## src/axr_regs.svh

```systemverilog
// Purpose: Shared sizing constants for the ordered bus master
// Assumes: Included by the package and design files by its bare name
// Notes: Definitions only, no logic
`ifndef AXR_REGS_SVH
`define AXR_REGS_SVH

// Identifier widths at the master port and behind the interconnect
`define AXR_ID_W 4
`define AXR_PORT_W 4
`define AXR_SLV_ID_W 8

// Address, data and burst length fields
`define AXR_ADDR_W 32
`define AXR_DATA_W 32
`define AXR_LEN_W 4

// Outstanding tracking and buffering
`define AXR_CNT_W 4
`define AXR_WQ_DEPTH 4
`define AXR_WQ_PTR_W 2
`define AXR_FIFO_DEPTH 16
`define AXR_IL_DEPTH 1

`endif

```

## src/axr_pkg.sv

```systemverilog
// Purpose: Types shared by the ordered bus master and its user
// Assumes: Constants come from axr_regs.svh
// Notes: Struct widths follow the header macros
`default_nettype none
`include "axr_regs.svh"

package axr_pkg;

  // User command: one burst read or write
  typedef struct packed {
    logic write;
    logic order;
    logic [`AXR_ID_W-1:0] id;
    logic [`AXR_ADDR_W-1:0] addr;
    logic [`AXR_LEN_W-1:0] len;
  } axr_cmd_s;

  // Read beat handed back to the user
  typedef struct packed {
    logic [`AXR_ID_W-1:0] id;
    logic [`AXR_DATA_W-1:0] data;
    logic last;
  } axr_rbeat_s;

  // Issue sequencer states
  typedef enum logic [1:0] {
    AXR_ST_IDLE = 2'b00,
    AXR_ST_ADDR = 2'b01,
    AXR_ST_FENCE = 2'b10
  } axr_state_e;

endpackage

`default_nettype wire

```

## src/axr_fifo.sv

```systemverilog
// Purpose: Write data buffer between user and write data channel
// Assumes: One clock, synchronous active-high reset
// Notes: Read data come from a register; holds DEPTH words plus one staged
`default_nettype none

module axr_fifo #(
  parameter int WIDTH = 32,
  parameter int DEPTH = 16
) (
  // Clock and reset
  input wire logic mclk,
  input wire logic sys_rst,
  // Filling side
  input wire logic in_valid,
  input wire logic [WIDTH-1:0] in_data,
  output logic in_ready,
  // Draining side
  output logic out_valid,
  output logic [WIDTH-1:0] out_data,
  input wire logic out_ready
);

  localparam int PW = $clog2(DEPTH);

  logic [WIDTH-1:0] mem [DEPTH];
  logic [PW-1:0] wp;
  logic [PW-1:0] rp;
  logic [PW:0] cnt;
  wire push;
  wire load;

  // Stage a word whenever the output register is free or being taken
  assign in_ready = (cnt != (PW+1)'(DEPTH));
  assign push = in_valid && in_ready;
  assign load = (cnt != '0) && (!out_valid || out_ready);

  // Storage array, no reset needed
  always_ff @(posedge mclk) begin
    if (push) begin
      mem[wp] <= in_data;
    end
  end

  // Pointers and fill level
  always_ff @(posedge mclk) begin
    if (sys_rst) begin
      wp <= '0;
      rp <= '0;
      cnt <= '0;
    end else begin
      if (push) begin
        wp <= wp + 1'b1;
      end
      if (load) begin
        rp <= rp + 1'b1;
      end
      cnt <= cnt + (PW+1)'(push) - (PW+1)'(load);
    end
  end

  // Registered output word
  always_ff @(posedge mclk) begin
    if (sys_rst) begin
      out_valid <= 1'b0;
      out_data <= '0;
    end else if (load) begin
      out_valid <= 1'b1;
      out_data <= mem[rp];
    end else if (out_ready) begin
      out_valid <= 1'b0;
    end
  end

endmodule

`default_nettype wire

```

## src/axr_master.sv

```systemverilog
// Purpose: Bus master issuing ID-tagged reads and writes in a legal order
// Assumes: Shared bus clock with the interconnect; IDs arrive already stripped
// Notes: Writes are never interleaved; fence commands wait for completion
`default_nettype none
`include "axr_regs.svh"

module axr_master
  import axr_pkg::*;
#(
  parameter bit SINGLE_ID = 1'b0,
  parameter int FIFO_DEPTH = `AXR_FIFO_DEPTH,
  parameter int IL_DEPTH = `AXR_IL_DEPTH
) (
  // Clock and reset
  input wire logic mclk,
  input wire logic sys_rst,
  // User command
  input wire logic cmd_valid,
  input wire axr_pkg::axr_cmd_s cmd,
  output logic cmd_ready,
  // User write data
  input wire logic wd_valid,
  input wire logic [`AXR_DATA_W-1:0] wd_data,
  output logic wd_ready,
  // User read and write returns
  output logic rd_valid,
  output axr_pkg::axr_rbeat_s rd_beat,
  output logic wr_done_valid,
  output logic [`AXR_ID_W-1:0] wr_done_id,
  output logic id_err,
  output logic busy,
  // Write address channel
  output logic awvalid,
  input wire logic awready,
  output logic [`AXR_ID_W-1:0] awid,
  output logic [`AXR_ADDR_W-1:0] awaddr,
  output logic [`AXR_LEN_W-1:0] awlen,
  // Write data channel
  output logic wvalid,
  input wire logic wready,
  output logic [`AXR_ID_W-1:0] wid,
  output logic [`AXR_DATA_W-1:0] wdata,
  output logic wlast,
  // Write response channel
  input wire logic bvalid,
  output logic bready,
  input wire logic [`AXR_ID_W-1:0] bid,
  // Read address channel
  output logic arvalid,
  input wire logic arready,
  output logic [`AXR_ID_W-1:0] arid,
  output logic [`AXR_ADDR_W-1:0] araddr,
  output logic [`AXR_LEN_W-1:0] arlen,
  // Read data channel
  input wire logic rvalid,
  output logic rready,
  input wire logic [`AXR_ID_W-1:0] rid,
  input wire logic [`AXR_DATA_W-1:0] rdata,
  input wire logic rlast
);

  import axr_pkg::*;

  localparam int NID = 1 << `AXR_ID_W;
  localparam logic [`AXR_CNT_W-1:0] CNT_MAX = '1;
  localparam logic [`AXR_WQ_PTR_W:0] WQ_FULL = (`AXR_WQ_PTR_W+1)'(`AXR_WQ_DEPTH);

  axr_state_e state;
  axr_state_e next_state;
  logic [`AXR_CNT_W-1:0] rd_total;
  logic [`AXR_CNT_W-1:0] wr_total;
  logic [`AXR_ID_W-1:0] wq_id [`AXR_WQ_DEPTH];
  logic [`AXR_LEN_W-1:0] wq_len [`AXR_WQ_DEPTH];
  logic [`AXR_WQ_PTR_W-1:0] wq_wp;
  logic [`AXR_WQ_PTR_W-1:0] wq_rp;
  logic [`AXR_WQ_PTR_W:0] wq_cnt;
  logic [`AXR_LEN_W-1:0] beat;
  logic [NID-1:0] rd_zero;
  logic [NID-1:0] wr_zero;
  logic f_valid;
  logic [`AXR_DATA_W-1:0] f_data;
  logic [`AXR_ID_W-1:0] cmd_id;

  // Decoded handshakes and conditions
  wire aw_fire = awvalid && awready;
  wire ar_fire = arvalid && arready;
  wire w_fire = wvalid && wready;
  wire b_fire = bvalid && bready;
  wire r_fire = rvalid && rready;
  wire r_done = r_fire && rlast;
  wire wq_full = (wq_cnt == WQ_FULL);
  wire wq_empty = (wq_cnt == '0);
  wire tot_full = (rd_total == CNT_MAX) || (wr_total == CNT_MAX);
  wire fence_hold = cmd.order && busy;
  wire take = cmd_valid && cmd_ready;
  wire wq_push = take && cmd.write;
  wire wq_pop = w_fire && wlast;
  wire single_stream = SINGLE_ID || (IL_DEPTH <= 1);

  // Idle returns are always accepted; any ID order is legal
  assign rready = 1'b1;
  assign bready = 1'b1;
  assign busy = (rd_total != '0) || (wr_total != '0);
  assign cmd_id = SINGLE_ID ? '0 : cmd.id;
  // A fenced command is held until all earlier work has completed
  assign cmd_ready = (state == AXR_ST_IDLE) && !fence_hold && !(cmd.write && wq_full) && !tot_full;

  // Write data leaves strictly in address order, one burst at a time
  assign wvalid = !wq_empty && f_valid && single_stream;
  assign wid = wq_id[wq_rp];
  assign wdata = f_data;
  assign wlast = (beat == wq_len[wq_rp]);

  // Write data buffer; its ready stalls the user's data source
  axr_fifo #(
    .WIDTH(`AXR_DATA_W),
    .DEPTH(FIFO_DEPTH)
  ) u_wbuf (
    .mclk(mclk),
    .sys_rst(sys_rst),
    .in_valid(wd_valid),
    .in_data(wd_data),
    .in_ready(wd_ready),
    .out_valid(f_valid),
    .out_data(f_data),
    .out_ready(w_fire)
  );

  // Sequencer next state
  always_comb begin
    next_state = state;
    case (state)
      AXR_ST_IDLE: begin
        if (take) begin
          next_state = AXR_ST_ADDR;
        end else if (cmd_valid && fence_hold) begin
          next_state = AXR_ST_FENCE;
        end
      end
      AXR_ST_ADDR: begin
        if (aw_fire || ar_fire) begin
          next_state = AXR_ST_IDLE;
        end
      end
      AXR_ST_FENCE: begin
        if (!busy) begin
          next_state = AXR_ST_IDLE;
        end
      end
      default: begin
        next_state = AXR_ST_IDLE;
      end
    endcase
  end

  // Sequencer state
  always_ff @(posedge mclk) begin
    if (sys_rst) begin
      state <= AXR_ST_IDLE;
    end else begin
      state <= next_state;
    end
  end

  // Write address channel, held stable until taken; tags leave at master width
  always_ff @(posedge mclk) begin
    if (sys_rst) begin
      awvalid <= 1'b0;
      awid <= '0;
      awaddr <= '0;
      awlen <= '0;
    end else if (wq_push) begin
      awvalid <= 1'b1;
      awid <= cmd_id;
      awaddr <= cmd.addr;
      awlen <= cmd.len;
    end else if (awready) begin
      awvalid <= 1'b0;
    end
  end

  // Read address channel, held stable until taken
  always_ff @(posedge mclk) begin
    if (sys_rst) begin
      arvalid <= 1'b0;
      arid <= '0;
      araddr <= '0;
      arlen <= '0;
    end else if (take && !cmd.write) begin
      arvalid <= 1'b1;
      arid <= cmd_id;
      araddr <= cmd.addr;
      arlen <= cmd.len;
    end else if (arready) begin
      arvalid <= 1'b0;
    end
  end

  // Queue of issued writes; pushed with the address so data order matches
  always_ff @(posedge mclk) begin
    if (wq_push) begin
      wq_id[wq_wp] <= cmd_id;
      wq_len[wq_wp] <= cmd.len;
    end
  end

  // Queue pointers; head moves only after a whole burst, never mid-burst
  always_ff @(posedge mclk) begin
    if (sys_rst) begin
      wq_wp <= '0;
      wq_rp <= '0;
      wq_cnt <= '0;
    end else begin
      if (wq_push) begin
        wq_wp <= wq_wp + 1'b1;
      end
      if (wq_pop) begin
        wq_rp <= wq_rp + 1'b1;
      end
      wq_cnt <= wq_cnt + (`AXR_WQ_PTR_W+1)'(wq_push) - (`AXR_WQ_PTR_W+1)'(wq_pop);
    end
  end

  // Beat within the head burst
  always_ff @(posedge mclk) begin
    if (sys_rst) begin
      beat <= '0;
    end else if (w_fire) begin
      beat <= wlast ? '0 : beat + 1'b1;
    end
  end

  // Outstanding totals; read ends on last beat, write only on response
  always_ff @(posedge mclk) begin
    if (sys_rst) begin
      rd_total <= '0;
      wr_total <= '0;
    end else begin
      rd_total <= rd_total + `AXR_CNT_W'(ar_fire) - `AXR_CNT_W'(r_done);
      wr_total <= wr_total + `AXR_CNT_W'(aw_fire) - `AXR_CNT_W'(b_fire);
    end
  end

  // Per-ID outstanding counters; returns arrive stripped of port bits
  for (genvar g = 0; g < NID; g++) begin : g_id
    logic [`AXR_CNT_W-1:0] rcnt;
    logic [`AXR_CNT_W-1:0] wcnt;
    wire r_inc = ar_fire && (arid == `AXR_ID_W'(g));
    wire r_dec = r_done && (rid == `AXR_ID_W'(g));
    wire w_inc = aw_fire && (awid == `AXR_ID_W'(g));
    wire w_dec = b_fire && (bid == `AXR_ID_W'(g));
    assign rd_zero[g] = (rcnt == '0);
    assign wr_zero[g] = (wcnt == '0);
    always_ff @(posedge mclk) begin
      if (sys_rst) begin
        rcnt <= '0;
        wcnt <= '0;
      end else begin
        rcnt <= rcnt + `AXR_CNT_W'(r_inc) - `AXR_CNT_W'(r_dec);
        wcnt <= wcnt + `AXR_CNT_W'(w_inc) - `AXR_CNT_W'(w_dec);
      end
    end
  end

  // Returned IDs must match something outstanding; sticky until reset
  always_ff @(posedge mclk) begin
    if (sys_rst) begin
      id_err <= 1'b0;
    end else if ((r_fire && rd_zero[rid]) || (b_fire && wr_zero[bid])) begin
      id_err <= 1'b1;
    end
  end

  // Read beats passed on as they come; same-ID order relies on the far side
  always_ff @(posedge mclk) begin
    if (sys_rst) begin
      rd_valid <= 1'b0;
      rd_beat <= '0;
      wr_done_valid <= 1'b0;
      wr_done_id <= '0;
    end else begin
      rd_valid <= r_fire;
      if (r_fire) begin
        rd_beat <= '{id: rid, data: rdata, last: rlast};
      end
      wr_done_valid <= b_fire;
      if (b_fire) begin
        wr_done_id <= bid;
      end
    end
  end

  // Burst stays on one ID until its last beat
  AST_W_NO_INTERLEAVE: assert property (@(posedge mclk) disable iff (sys_rst)
    (w_fire && !wlast) |=> (!wq_empty && (wid == $past(wid)))) else $error("burst interleaved");

  // Stalled beat holds its tag and data
  AST_W_HOLD: assert property (@(posedge mclk) disable iff (sys_rst)
    (wvalid && !wready) |=> (wvalid && $stable(wid) && $stable(wdata))) else $error("beat changed");

  // Beat tag is the oldest issued write address
  AST_W_ADDR_ORDER: assert property (@(posedge mclk) disable iff (sys_rst)
    (wq_push && wq_empty) |=> (!wq_empty && (wid == $past(cmd_id))))
    else $error("data not in address order");

  // Stalled address holds steady
  AST_AW_HOLD: assert property (@(posedge mclk) disable iff (sys_rst)
    (awvalid && !awready) |=> (awvalid && $stable(awid) && $stable(awaddr) && $stable(awlen)))
    else $error("write address changed");

  // Fenced command only once nothing is outstanding
  AST_FENCE: assert property (@(posedge mclk) disable iff (sys_rst)
    (take && cmd.order) |-> (rd_total == '0) && (wr_total == '0)) else $error("fence broken");

  // Read count falls only on a last beat
  AST_RD_DONE: assert property (@(posedge mclk) disable iff (sys_rst)
    (!ar_fire && !r_done) |=> (rd_total == $past(rd_total))) else $error("read completed early");

  // Write count falls only on a response, not on the last beat
  AST_WR_DONE: assert property (@(posedge mclk) disable iff (sys_rst)
    (wq_pop && !b_fire && !aw_fire) |=> (wr_total == $past(wr_total))) else $error("write completed early");

  // Single-ID master drives zero tags
  AST_ZERO_ID: assert property (@(posedge mclk) disable iff (sys_rst)
    (SINGLE_ID && (awvalid || arvalid)) |-> (awid == '0) && (arid == '0)) else $error("tag not zero");

  // Beats only ever for a queued address
  AST_WID_QUEUED: assert property (@(posedge mclk) disable iff (sys_rst)
    wvalid |-> (!wq_empty && (wq_cnt <= WQ_FULL))) else $error("beat without address");

endmodule

`default_nettype wire

```

## config.mk

```make
export PLATFORM = sky130hd
export DESIGN_NAME = axr_master
export DESIGN_NICKNAME = d
export VERILOG_FILES = /design/src/axr_pkg.sv /design/src/axr_fifo.sv /design/src/axr_master.sv
export VERILOG_INCLUDE_DIRS = /design/src
export SDC_FILE = /design/constraint.sdc
export NUM_CORES = 1
export LEC_CHECK = 0
export BUFFER_PORTS_ARGS = -buffer_cell sky130_fd_sc_hd__buf_2
export CAP_MARGIN = 20
export CELL_PAD_IN_SITES_DETAIL_PLACEMENT = 0
export CELL_PAD_IN_SITES_GLOBAL_PLACEMENT = 2
export CORE_UTILIZATION = 43
export DETAILED_ROUTE_END_ITERATION = 10
export PLACE_DENSITY = 0.87
export SYNTH_ARGS = -nofsm -noshare
export SYNTH_HDL_FRONTEND = slang
export SYNTH_SLANG_ARGS = --single-unit
```

## constraint.sdc

```tcl
create_clock -name mclk -period 4.7 [get_ports mclk]
set_input_delay 0.94 -clock mclk [delete_from_list [all_inputs] [get_ports mclk]]
set_output_delay 0.94 -clock mclk [all_outputs]
set_load 0.01 [all_outputs]
```

# Yosys cells after proc, flatten, opt, wreduce, memory -nomap -nowiden
# Memories as Yosys holds them, arrays and structs flattened. A register that Yosys moved wholly into a read port is not among the register bits.
# Index checks and enable logic that the tools add are counted.
# totals
register_bits	289
ram_bits	544
out_inout_bits	169
wordCells	373
n_memories	3
# memory_table
memory	words	word_bits	read_ports	rd_ports_with_merged_regs	wr	line_no	source
u_wbuf.mem	16	32	1	1	1	axr_fifo.sv:25	logic [WIDTH-1:0] mem [DEPTH];
wq_id	4	4	1	1	1	axr_master.sv:72	logic [`AXR_ID_W-1:0] wq_id [`AXR_WQ_DEPTH];
wq_len	4	4	1	1	1	axr_master.sv:73	logic [`AXR_LEN_W-1:0] wq_len [`AXR_WQ_DEPTH];
# classes
n_addsub	77
order_cmp	2
eq_ne	70
mux	24
reduce_logical	139
# op_table
cell	n
4-bit logical NOT	36
4-bit by 1-bit adder with 4-bit output	34
4-bit equality test (second input constant)	34
4-bit by 1-bit subtractor with 4-bit output	34
1-bit logical AND	83
4-bit by 3-bit equality test with 1-bit output (second input constant)	16
4-bit by 2-bit equality test with 1-bit output (second input constant)	8
4-bit by 1-bit equality test with 1-bit output (second input constant)	4
2-bit two-way mux	8
4-bit by 1-bit adder with 4-bit output (second input constant)	3
1-bit two-way mux	12
4-bit by 5-bit less-than comparator with 1-bit output (second input constant)	2
1-bit binary-select mux with 4-bit select	2
4-bit nonzero test	2
1-bit logical NOT	6
2-bit one-hot mux with 3 select lines	1
2-bit nonzero test	3
5-bit by 1-bit adder with 5-bit output	1
1-bit logical OR	5
5-bit inequality test (second input constant)	1
5-bit nonzero test	1
5-bit by 1-bit subtractor with 5-bit output	1
2-bit by 1-bit adder with 2-bit output (second input constant)	2
4-bit equality test	1
other kinds (11)	12

# Longest topological paths before layout
# Gate-level depths: netlist of the first run.
# depth
depth_word	11
depth_mapped	16

# Cells and area by module
# From an unflattened synthesis of the first run, not the netlist that was laid out.
# unflattened
cells_unflattened	2503
area_unflattened_um2	36721.5
# modules_own_cells
mod	instances	cells_each	area_per_inst_um2
axr_fifo	1	958	21443.1
axr_master	1	1545	15278.4

# Least setup slack after synthesis of the first run
# No wires, ideal clock.
# synth_timing
path_kind	input port to flip-flop
startpoint	input port wd_valid
endpoint	memory u_wbuf.mem[3][0] (enable)
setup_ns	0.461
arrival_time_ns	3.697
setup_slack_ns	0.542
stages	4
path_buffers	1
cell_sequence	and2_1 > clkbuf_1 > nand2_1 > nor3_1
# synth_via
elab_chain_len	3
# synth_rtl
element	line_no	source
start: declaration	axr_master.sv:22	input wire logic wd_valid,
1-bit logical AND	axr_fifo.sv:34	assign push = in_valid && in_ready;
via u_wbuf.push	axr_fifo.sv:29	wire push;
1-bit two-way mux	axr_fifo.sv:39	if (push) begin
1-bit two-way mux (implied by the code)	axr_fifo.sv:40	mem[wp] <= in_data;
end: declaration	axr_fifo.sv:25	
# The timed path passes the listed nets, and every way through them passes these cells.

==> metrics.yaml, run 1 <==
outcome: "finished clean"
ys.flop_type: "edfxtp_1"
p_seq_share_pct: 46.0
power_frac_comb_pct: 17.2
chipHeight_um: 292
syn2layout_area_growth_pct: 16.3
cellPowerDensity_mw_per_mm2: 462
port_buffers: 290
critical_path_class: "flip-flop to output port"
syn-mean-instance-area_sq_um: 14.5
setup_slack_ns: 1.27
h-tree-depth: 3
finalCoreUtilization_pct: 50.5
worst_slew_pin_slew_ns: 1.16
grt_pass1_vias: 21900
synth_edf_count: 544
yosys.area.top_type_share_pct: 45.0
grt_pass1_wl_mm: 126
tns_ns: 0
p_switching_w: 0.00508
maxClockFrequency_ghz: 0.292
end_kind: "output port"
path_cells: "mux4_2, xnor2_1, nand4_2, inv_1, buf_2"
worstPathRequired_ns: 3.76
async_flop_share_pct: 0
io_pins: 293
antenna_found_initial: 9
clock-sinks: 867
start_util_pct: 43.4
gp_congestion: 0.767
intPower_w: 0.0144
avgViaCountPerCell: 5.26
multiInputGateArea_sq_mm: 0.0122
slew_headroom_pct: 22.4
final.setup_skew_ns: 0.0435
clockBufferDepth: 3
place_area_sq_mm: 0.0391
slowest_stage: "dfxtp_1"
dp.cells: 3803
placementRows: 106
drc: 0
gr-total-overflow: 0
hold_violations: 0
num-fill-cells: 7034
crit_buf_inv: 2
fin_area_sq_mm: 0.0422
die_area_sq_mm: 0.0855
crit_fanout: 8
critPathTopFamily: "flip-flops"
rsz0062_at_grt: "false"
yosysTopAreaCell: "edfxtp_1"
cts_tree: "done"
netlist_area_sq_mm: 0.0363
core_sq_mm: 0.0836
synthDistinctLibCells: 58
drt-pass1-iter-count: 5
yosysSeqAreaShare_pct: 62.9
synth-seq-cells: 867
timing.final.max_slew_violations: 0
yosys_warnings: 0
cts_setup_buffers: 0
cts.clk_slew.worst_paths_ns: 0.06
postCtsHoldBufs: 0
grt_max_degree: 145
syn_inst: 2506
cts_made_buffers: 90
dp_slack_ns: 1.22
drt_iter0_drc: 1390
post_drt_wl_per_cell_um: 20.4
ys_top_cells_by_area: "edfxtp_1, dfxtp_1, mux4_2, ha_1, mux2i_1"
clkPwrFrac_pct: 36.9
worst_setup_path_start_kind: "flip-flop"
cp.arrival_ns: 2.49
clk_latency_ns: 0.66
final.period_utilization_pct: 73.0
finalSetupViolCount: 0
hold_class: "flip-flop to flip-flop"
p_leak_nw: 16.2
drive_above_1_share_pct: 22.0
period_needed_ns: 3.43
gr-usage-all-layers_pct: 19.2
routed_wl_mm: 81.1
crit_path_max_incr_delay_ns: 0.62
antenna_violating_nets_post_route: 0
die_x_um: 292
cts_root_buf: "clkbuf_16"
hpwl_mm: 51.6
fin_cells: 3973
seqCellArea_sq_mm: 0.0228
maxCapViolations: 0
post_cts_resized: 0
vias: 20900
nNetsFinal: 3165
ir_drop_mv: 0.332
swShare_pct: 26.1
cell usage in the layout, fill, tap and decap left out, types with 14 or more instances in the layout:
master / Yosys / routed
buf_4: 5 / 38
nor4b_1: 14 / 14
xnor2_1: 43 / 43
buf_2: 28 / 289
clkbuf_1: 69 / 22
o22ai_1: 32 / 32
nor2_1: 291 / 278
a221oi_1: 32 / 32
nand2b_1: 45 / 45
mux4_2: 132 / 132
nand2_1: 42 / 42
xor2_1: 43 / 43
edfxtp_1: 544 / 544
ha_1: 190 / 190
fa_1: 36 / 36
a21o_1: 35 / 35
mux2i_1: 124 / 124
clkbuf_16: 0 / 91
a21oi_1: 52 / 51
nor3_1: 23 / 19
a22o_1: 32 / 32
nor2b_1: 45 / 43
clkinv_2: 0 / 16
dfxtp_1: 323 / 321
inv_1: 227 / 227
registers in the layout, indices dropped and copies added (netlist names), 5 cells and up, named ones only:
register	count
araddr	32
awaddr	32
g_id.rcnt	64
g_id.wcnt	64
rd_beat	37
u_wbuf.cnt	5
u_wbuf.mem	512
u_wbuf.out_data	32
wq_id	16
wq_len	16
routing by layer:
layer  vias up  track usage [%]  wire (um)  part of all wire [%]
met5         -                0         62                 0.076
met4        10             6.32       2220                   2.7
met1     10500             24.0      33300                    41
met3       143             3.20       3970                   4.9
met2       559             33.6      41600                    51
li1       9710                -          -                     -
kinds of logic after synthesis:
logic type | after synthesis | share of synthesized area [%]
xor gates and xnor gates | 87 | 2.12
DFF | 867 | 62.9
AOI/OAI and AO/OA | 210 | 4.11
other | 1 | 0.0103
muxes | 260 | 11.9
adders and majority gates | 226 | 8.54
and+or+nand+nor | 510 | 6.67
buffers and inverters | 345 | 3.78
worst paths after layout:
| path | startpoint | end | slack [ns] | cells past startpoint |
|---|---|---|---|---|
| worst min register to register | u_wbuf.out_data[18] | u_wbuf.out_data[18] | 0.48 | 2 |
| worst max-delay path | flip-flop | wlast | 1.27 | 5 |
| worst min-delay path | u_wbuf.out_data[18] | u_wbuf.out_data[18] | 0.48 | 2 |
| worst max register to register | flip-flop | wq_cnt[1] | 1.53 | 9 |
synth_stat cells (5+ instances only):
cell type  number
nor4b_1        14
fa_1           36
ha_1          190
a22o_1         32
nand4_1         5
buf_2          28
a221oi_1       32
xnor2_1        43
nor2_1        291
clkbuf_1       69
edfxtp_1      544
mux2i_1       124
nor3_1         23
nand3_1        10
nor2b_1        45
xor2_1         43
o22ai_1        32
nand2b_1       45
nor3b_1         6
buf_4           5
dfxtp_1       323
a21o_1         35
buf_1          13
mux4_2        132
a21oi_1        52
nand2_1        42
and2_1          6
inv_1         227
through the flow:
step | total power [W] | hold slack [ns]
floorplan | 0.0114 | 0.459
global placement | 0.0124 | 0.467
detailed placement | 0.0125 | 0.472
CTS | 0.0198 | 0.486
global route | 0.0204 | 0.502
finish | 0.0195 | 0.483
power groups by stage:
stage	sequential, W	combinational, W	clock, W
after floorplan	0.00898	0.00244	0
after global placement	0.00911	0.00331	0
after detailed placement	0.00913	0.00340	0
after CTS	0.00898	0.00342	0.00736
after global routing	0.00903	0.00369	0.00767
final	0.00896	0.00334	0.00719
worst register-to-register path, stage by stage (launching register included):
cell,delay (ns)
dfxtp_1,0.62
mux4_2,0.58
xnor2_1,0.21
nand4_2,0.20
nor2_1,0.37
ha_1,0.31
inv_1,0.06
ha_1,0.16
fa_1,0.40
nor2b_1,0.13
final cells by class:
class / instances / share of cell area, %
Antenna cell: 3 / 0.0178
Clock buffer: 126 / 6.02
Clock inverter: 41 / 1.20
Inverter: 227 / 2.02
Multi-Input combinational cell: 1295 / 29.0
Sequential cell: 867 / 54.1
Tap cell: 1080 / 3.20
Timing Repair Buffer: 334 / 4.44
Power figures use the tool's default switching activity.
==> run 2: changes to the inputs <==
--- a/config.mk
+++ b/config.mk
@@ -10,9 +10,9 @@
 export CAP_MARGIN = 20
 export CELL_PAD_IN_SITES_DETAIL_PLACEMENT = 0
 export CELL_PAD_IN_SITES_GLOBAL_PLACEMENT = 2
-export CORE_UTILIZATION = 43
+export CORE_UTILIZATION = 39
 export DETAILED_ROUTE_END_ITERATION = 10
-export PLACE_DENSITY = 0.87
+export PLACE_DENSITY = 0.84
 export SYNTH_ARGS = -nofsm -noshare
 export SYNTH_HDL_FRONTEND = slang
 export SYNTH_SLANG_ARGS = --single-unit
==> constraint.sdc (replaced) <==
create_clock -name mclk -period 2.8 [get_ports mclk]
set_input_delay 0.56 -clock mclk [delete_from_list [all_inputs] [get_ports mclk]]
set_output_delay 0.56 -clock mclk [all_outputs]
set_load 0.01 [all_outputs]
==> run 2 against run 1 <==
Effect of this change:
- worst setup slack got worse by 1.2 ns
- global-route usage fell by 1.5 points
- critical path depth rose by 1
- highest routed layer unchanged
==> metrics.yaml, run 2 (synthesized netlist as in run 1, its figures left out) <==
vias: 21200  # was 20900
period_needed_ns: 2.75
multiInputGateArea_sq_mm: 0.0123  # was 0.0122 sq mm
cts_tree: "done"  # unchanged
gr-usage-all-layers_pct: 17.6  # was 19.2%
clk_latency_ns: 0.66  # about the same
h-tree-depth: 3  # unchanged
fin_cells: 4200  # was 3973
fin_area_sq_mm: 0.0434  # was 0.0422 sq mm
antenna_found_initial: 9  # unchanged
drt-pass1-iter-count: 7  # was 5
dp.cells: 4029  # was 3803
largest_register_ffs: 512  # unchanged
finalSetupViolCount: 0  # unchanged
crit_fanout: 2  # was 8
syn2layout_area_growth_pct: 19.6  # was 16.3%
worstPathRequired_ns: 2.24  # was 3.76 ns
reg_top3: "u_wbuf.mem x512, g_id.rcnt x64, g_id.wcnt x64"  # unchanged
grt_pass1_vias: 22200  # was 21900
gp_congestion: 0.788  # was 0.767
timing.final.max_slew_violations: 0  # unchanged
cts.clk_slew.worst_paths_ns: 0.06  # about the same
end_kind: "output port"  # unchanged
grt_pass1_wl_mm: 128  # was 126 mm
routed_wl_mm: 83.1  # was 81.1 mm
met2RoutedLength_mm: 41.5  # was 41.6 mm
clock-sinks: 867  # unchanged
cellPowerDensity_mw_per_mm2: 767  # was 462 mW/mm^2
hold_class: "input port to flip-flop"  # was flip-flop to flip-flop
met3_length_mm: 4.60  # was 3.97 mm
cts_made_buffers: 90  # unchanged
crit_start: "rd_total[3]"
gr-total-overflow: 0  # unchanged
rsz0062_at_grt: "true"  # was false
worst_slew_pin_slew_ns: 0.848  # was 1.16 ns
nNetsFinal: 3230  # was 3165
cts_root_buf: "clkbuf_16"  # unchanged
slew_headroom_pct: 43.5  # was 22.4%
critical_path_class: "flip-flop to output port"  # unchanged
finalCoreUtilization_pct: 47.2  # was 50.5%
port_buffers: 290  # unchanged
largest-register: "u_wbuf.mem"  # unchanged
final.period_utilization_pct: 98.2
drt_iter0_drc: 1359  # was 1390
maxUsedRoutingLayer: "met5"  # unchanged
avgViaCountPerCell: 5.05  # was 5.26
io_pins: 293  # unchanged
die_x_um: 307  # was 292 um
place_area_sq_mm: 0.0402  # was 0.0391 sq mm
post_drt_wl_per_cell_um: 19.8  # was 20.4 um
drc: 0  # unchanged
final.setup_skew_ns: 0.0433  # was 0.0435 ns
r2r_start: "rd_total[3]"
placementRows: 111  # was 106
seqCellArea_sq_mm: 0.0228  # about the same
final_cell_mix: "edfxtp_1, dfxtp_1, buf_2, nor2_1, inv_1"  # unchanged
holdWs_ns: 0.150  # was 0.483 ns
worst_setup_path_start_kind: "flip-flop"  # unchanged
clockBufferDepth: 3  # unchanged
drive_above_1_share_pct: 24.0  # was 22.0%
final_common_cell: "edfxtp_1"  # unchanged
num-fill-cells: 7943  # was 7034
p_total_w: 0.0333  # was 0.0195 W
hold_violations: 0  # unchanged
grt_max_degree: 110  # was 145
start_util_pct: 39.5  # was 43.4%
hpwl_mm: 53.4  # was 51.6 mm
drt-met1-wl_mm: 34.5  # was 33.3 mm
die_area_sq_mm: 0.0942  # was 0.0855 sq mm
cp.arrival_ns: 2.19  # was 2.49 ns
antenna_violating_nets_post_route: 0  # unchanged
maxClockFrequency_ghz: 0.364
ir_drop_mv: 0.549  # was 0.332 mV
outcome: "finished clean"  # unchanged
p_leak_nw: 16.6  # was 16.2 nW
core_sq_mm: 0.0919  # was 0.0836 sq mm
worstHoldStart: "rdata[7]"  # was u_wbuf.out_data[18]
maxCapViolations: 0  # unchanged
chipHeight_um: 307  # was 292 um
[run 2: cell types whose count changed in the layout (fill, tap and decap cells not counted), sizes merged]
cell and change:
buf +65, inv -3, bufinv +2, diode -1, clkbuf +1
[run 2: worst max-delay path, stage by stage, from the launching register on]
cell and delay [ns]:
dfxtp_2 0.32, ha_2 0.17, a311o_1 0.35, a311oi_2 0.26
buf_4 0.17, and2_4 0.17, buf_6 0.11
[run 2: report_power, final]
part	internal, W	total, W	switching, W
sequential	0.0144	0.0148	0.000442
clock	0.00720	0.0122	0.00499
combinational	0.00309	0.00628	0.00319
[run 2: path summary, 6_finish.rpt]
kind                                           end  depth (start not counted)  slack [ns]
worst min register to register  u_wbuf.out_data[0]                          2        0.49
worst max register to register           wq_cnt[2]                         11        0.17
worst max-delay path                     cmd_ready                          6        0.05
worst min-delay path                    rd_beat[8]                          3        0.15
[run 2: repair_timing]
action,4_1_cts,5_1_grt
setup endpoints to repair,2,5
hold buffers,0,0
setup buffers,2,1
gates resized for setup,11,5
pin swaps,6,2
[run 2: per-stage QoR]
step | setup TNS (ns) | setup slack (ns)
6_report | 0 | 0.0493
5_1_grt | -0.0310 | -0.0310
4_1_cts | -0.0270 | -0.0270
3_5_place_dp | 0 | 0.106
3_3_place_gp | 0 | 0.136
2_1_floorplan | -99.66 | -0.313
[run 2: final cells by class]
cell class                      instances  area share [%]
Inverter                              227            1.96
Sequential cell                       867            52.6
Clock buffer                          127            5.86
Timing Repair Buffer                  399            6.41
Antenna cell                            2          0.0115
Multi-Input combinational cell       1295            28.4
Tap cell                             1243            3.59
Clock inverter                         40            1.17
[run 2: routing by layer]
metal	track usage [%]	vias to the layer above
met5	0	-
met3	3.53	158
met1	22.2	10600
li1	-	9828
met2	30.5	559
met4	5.54	14
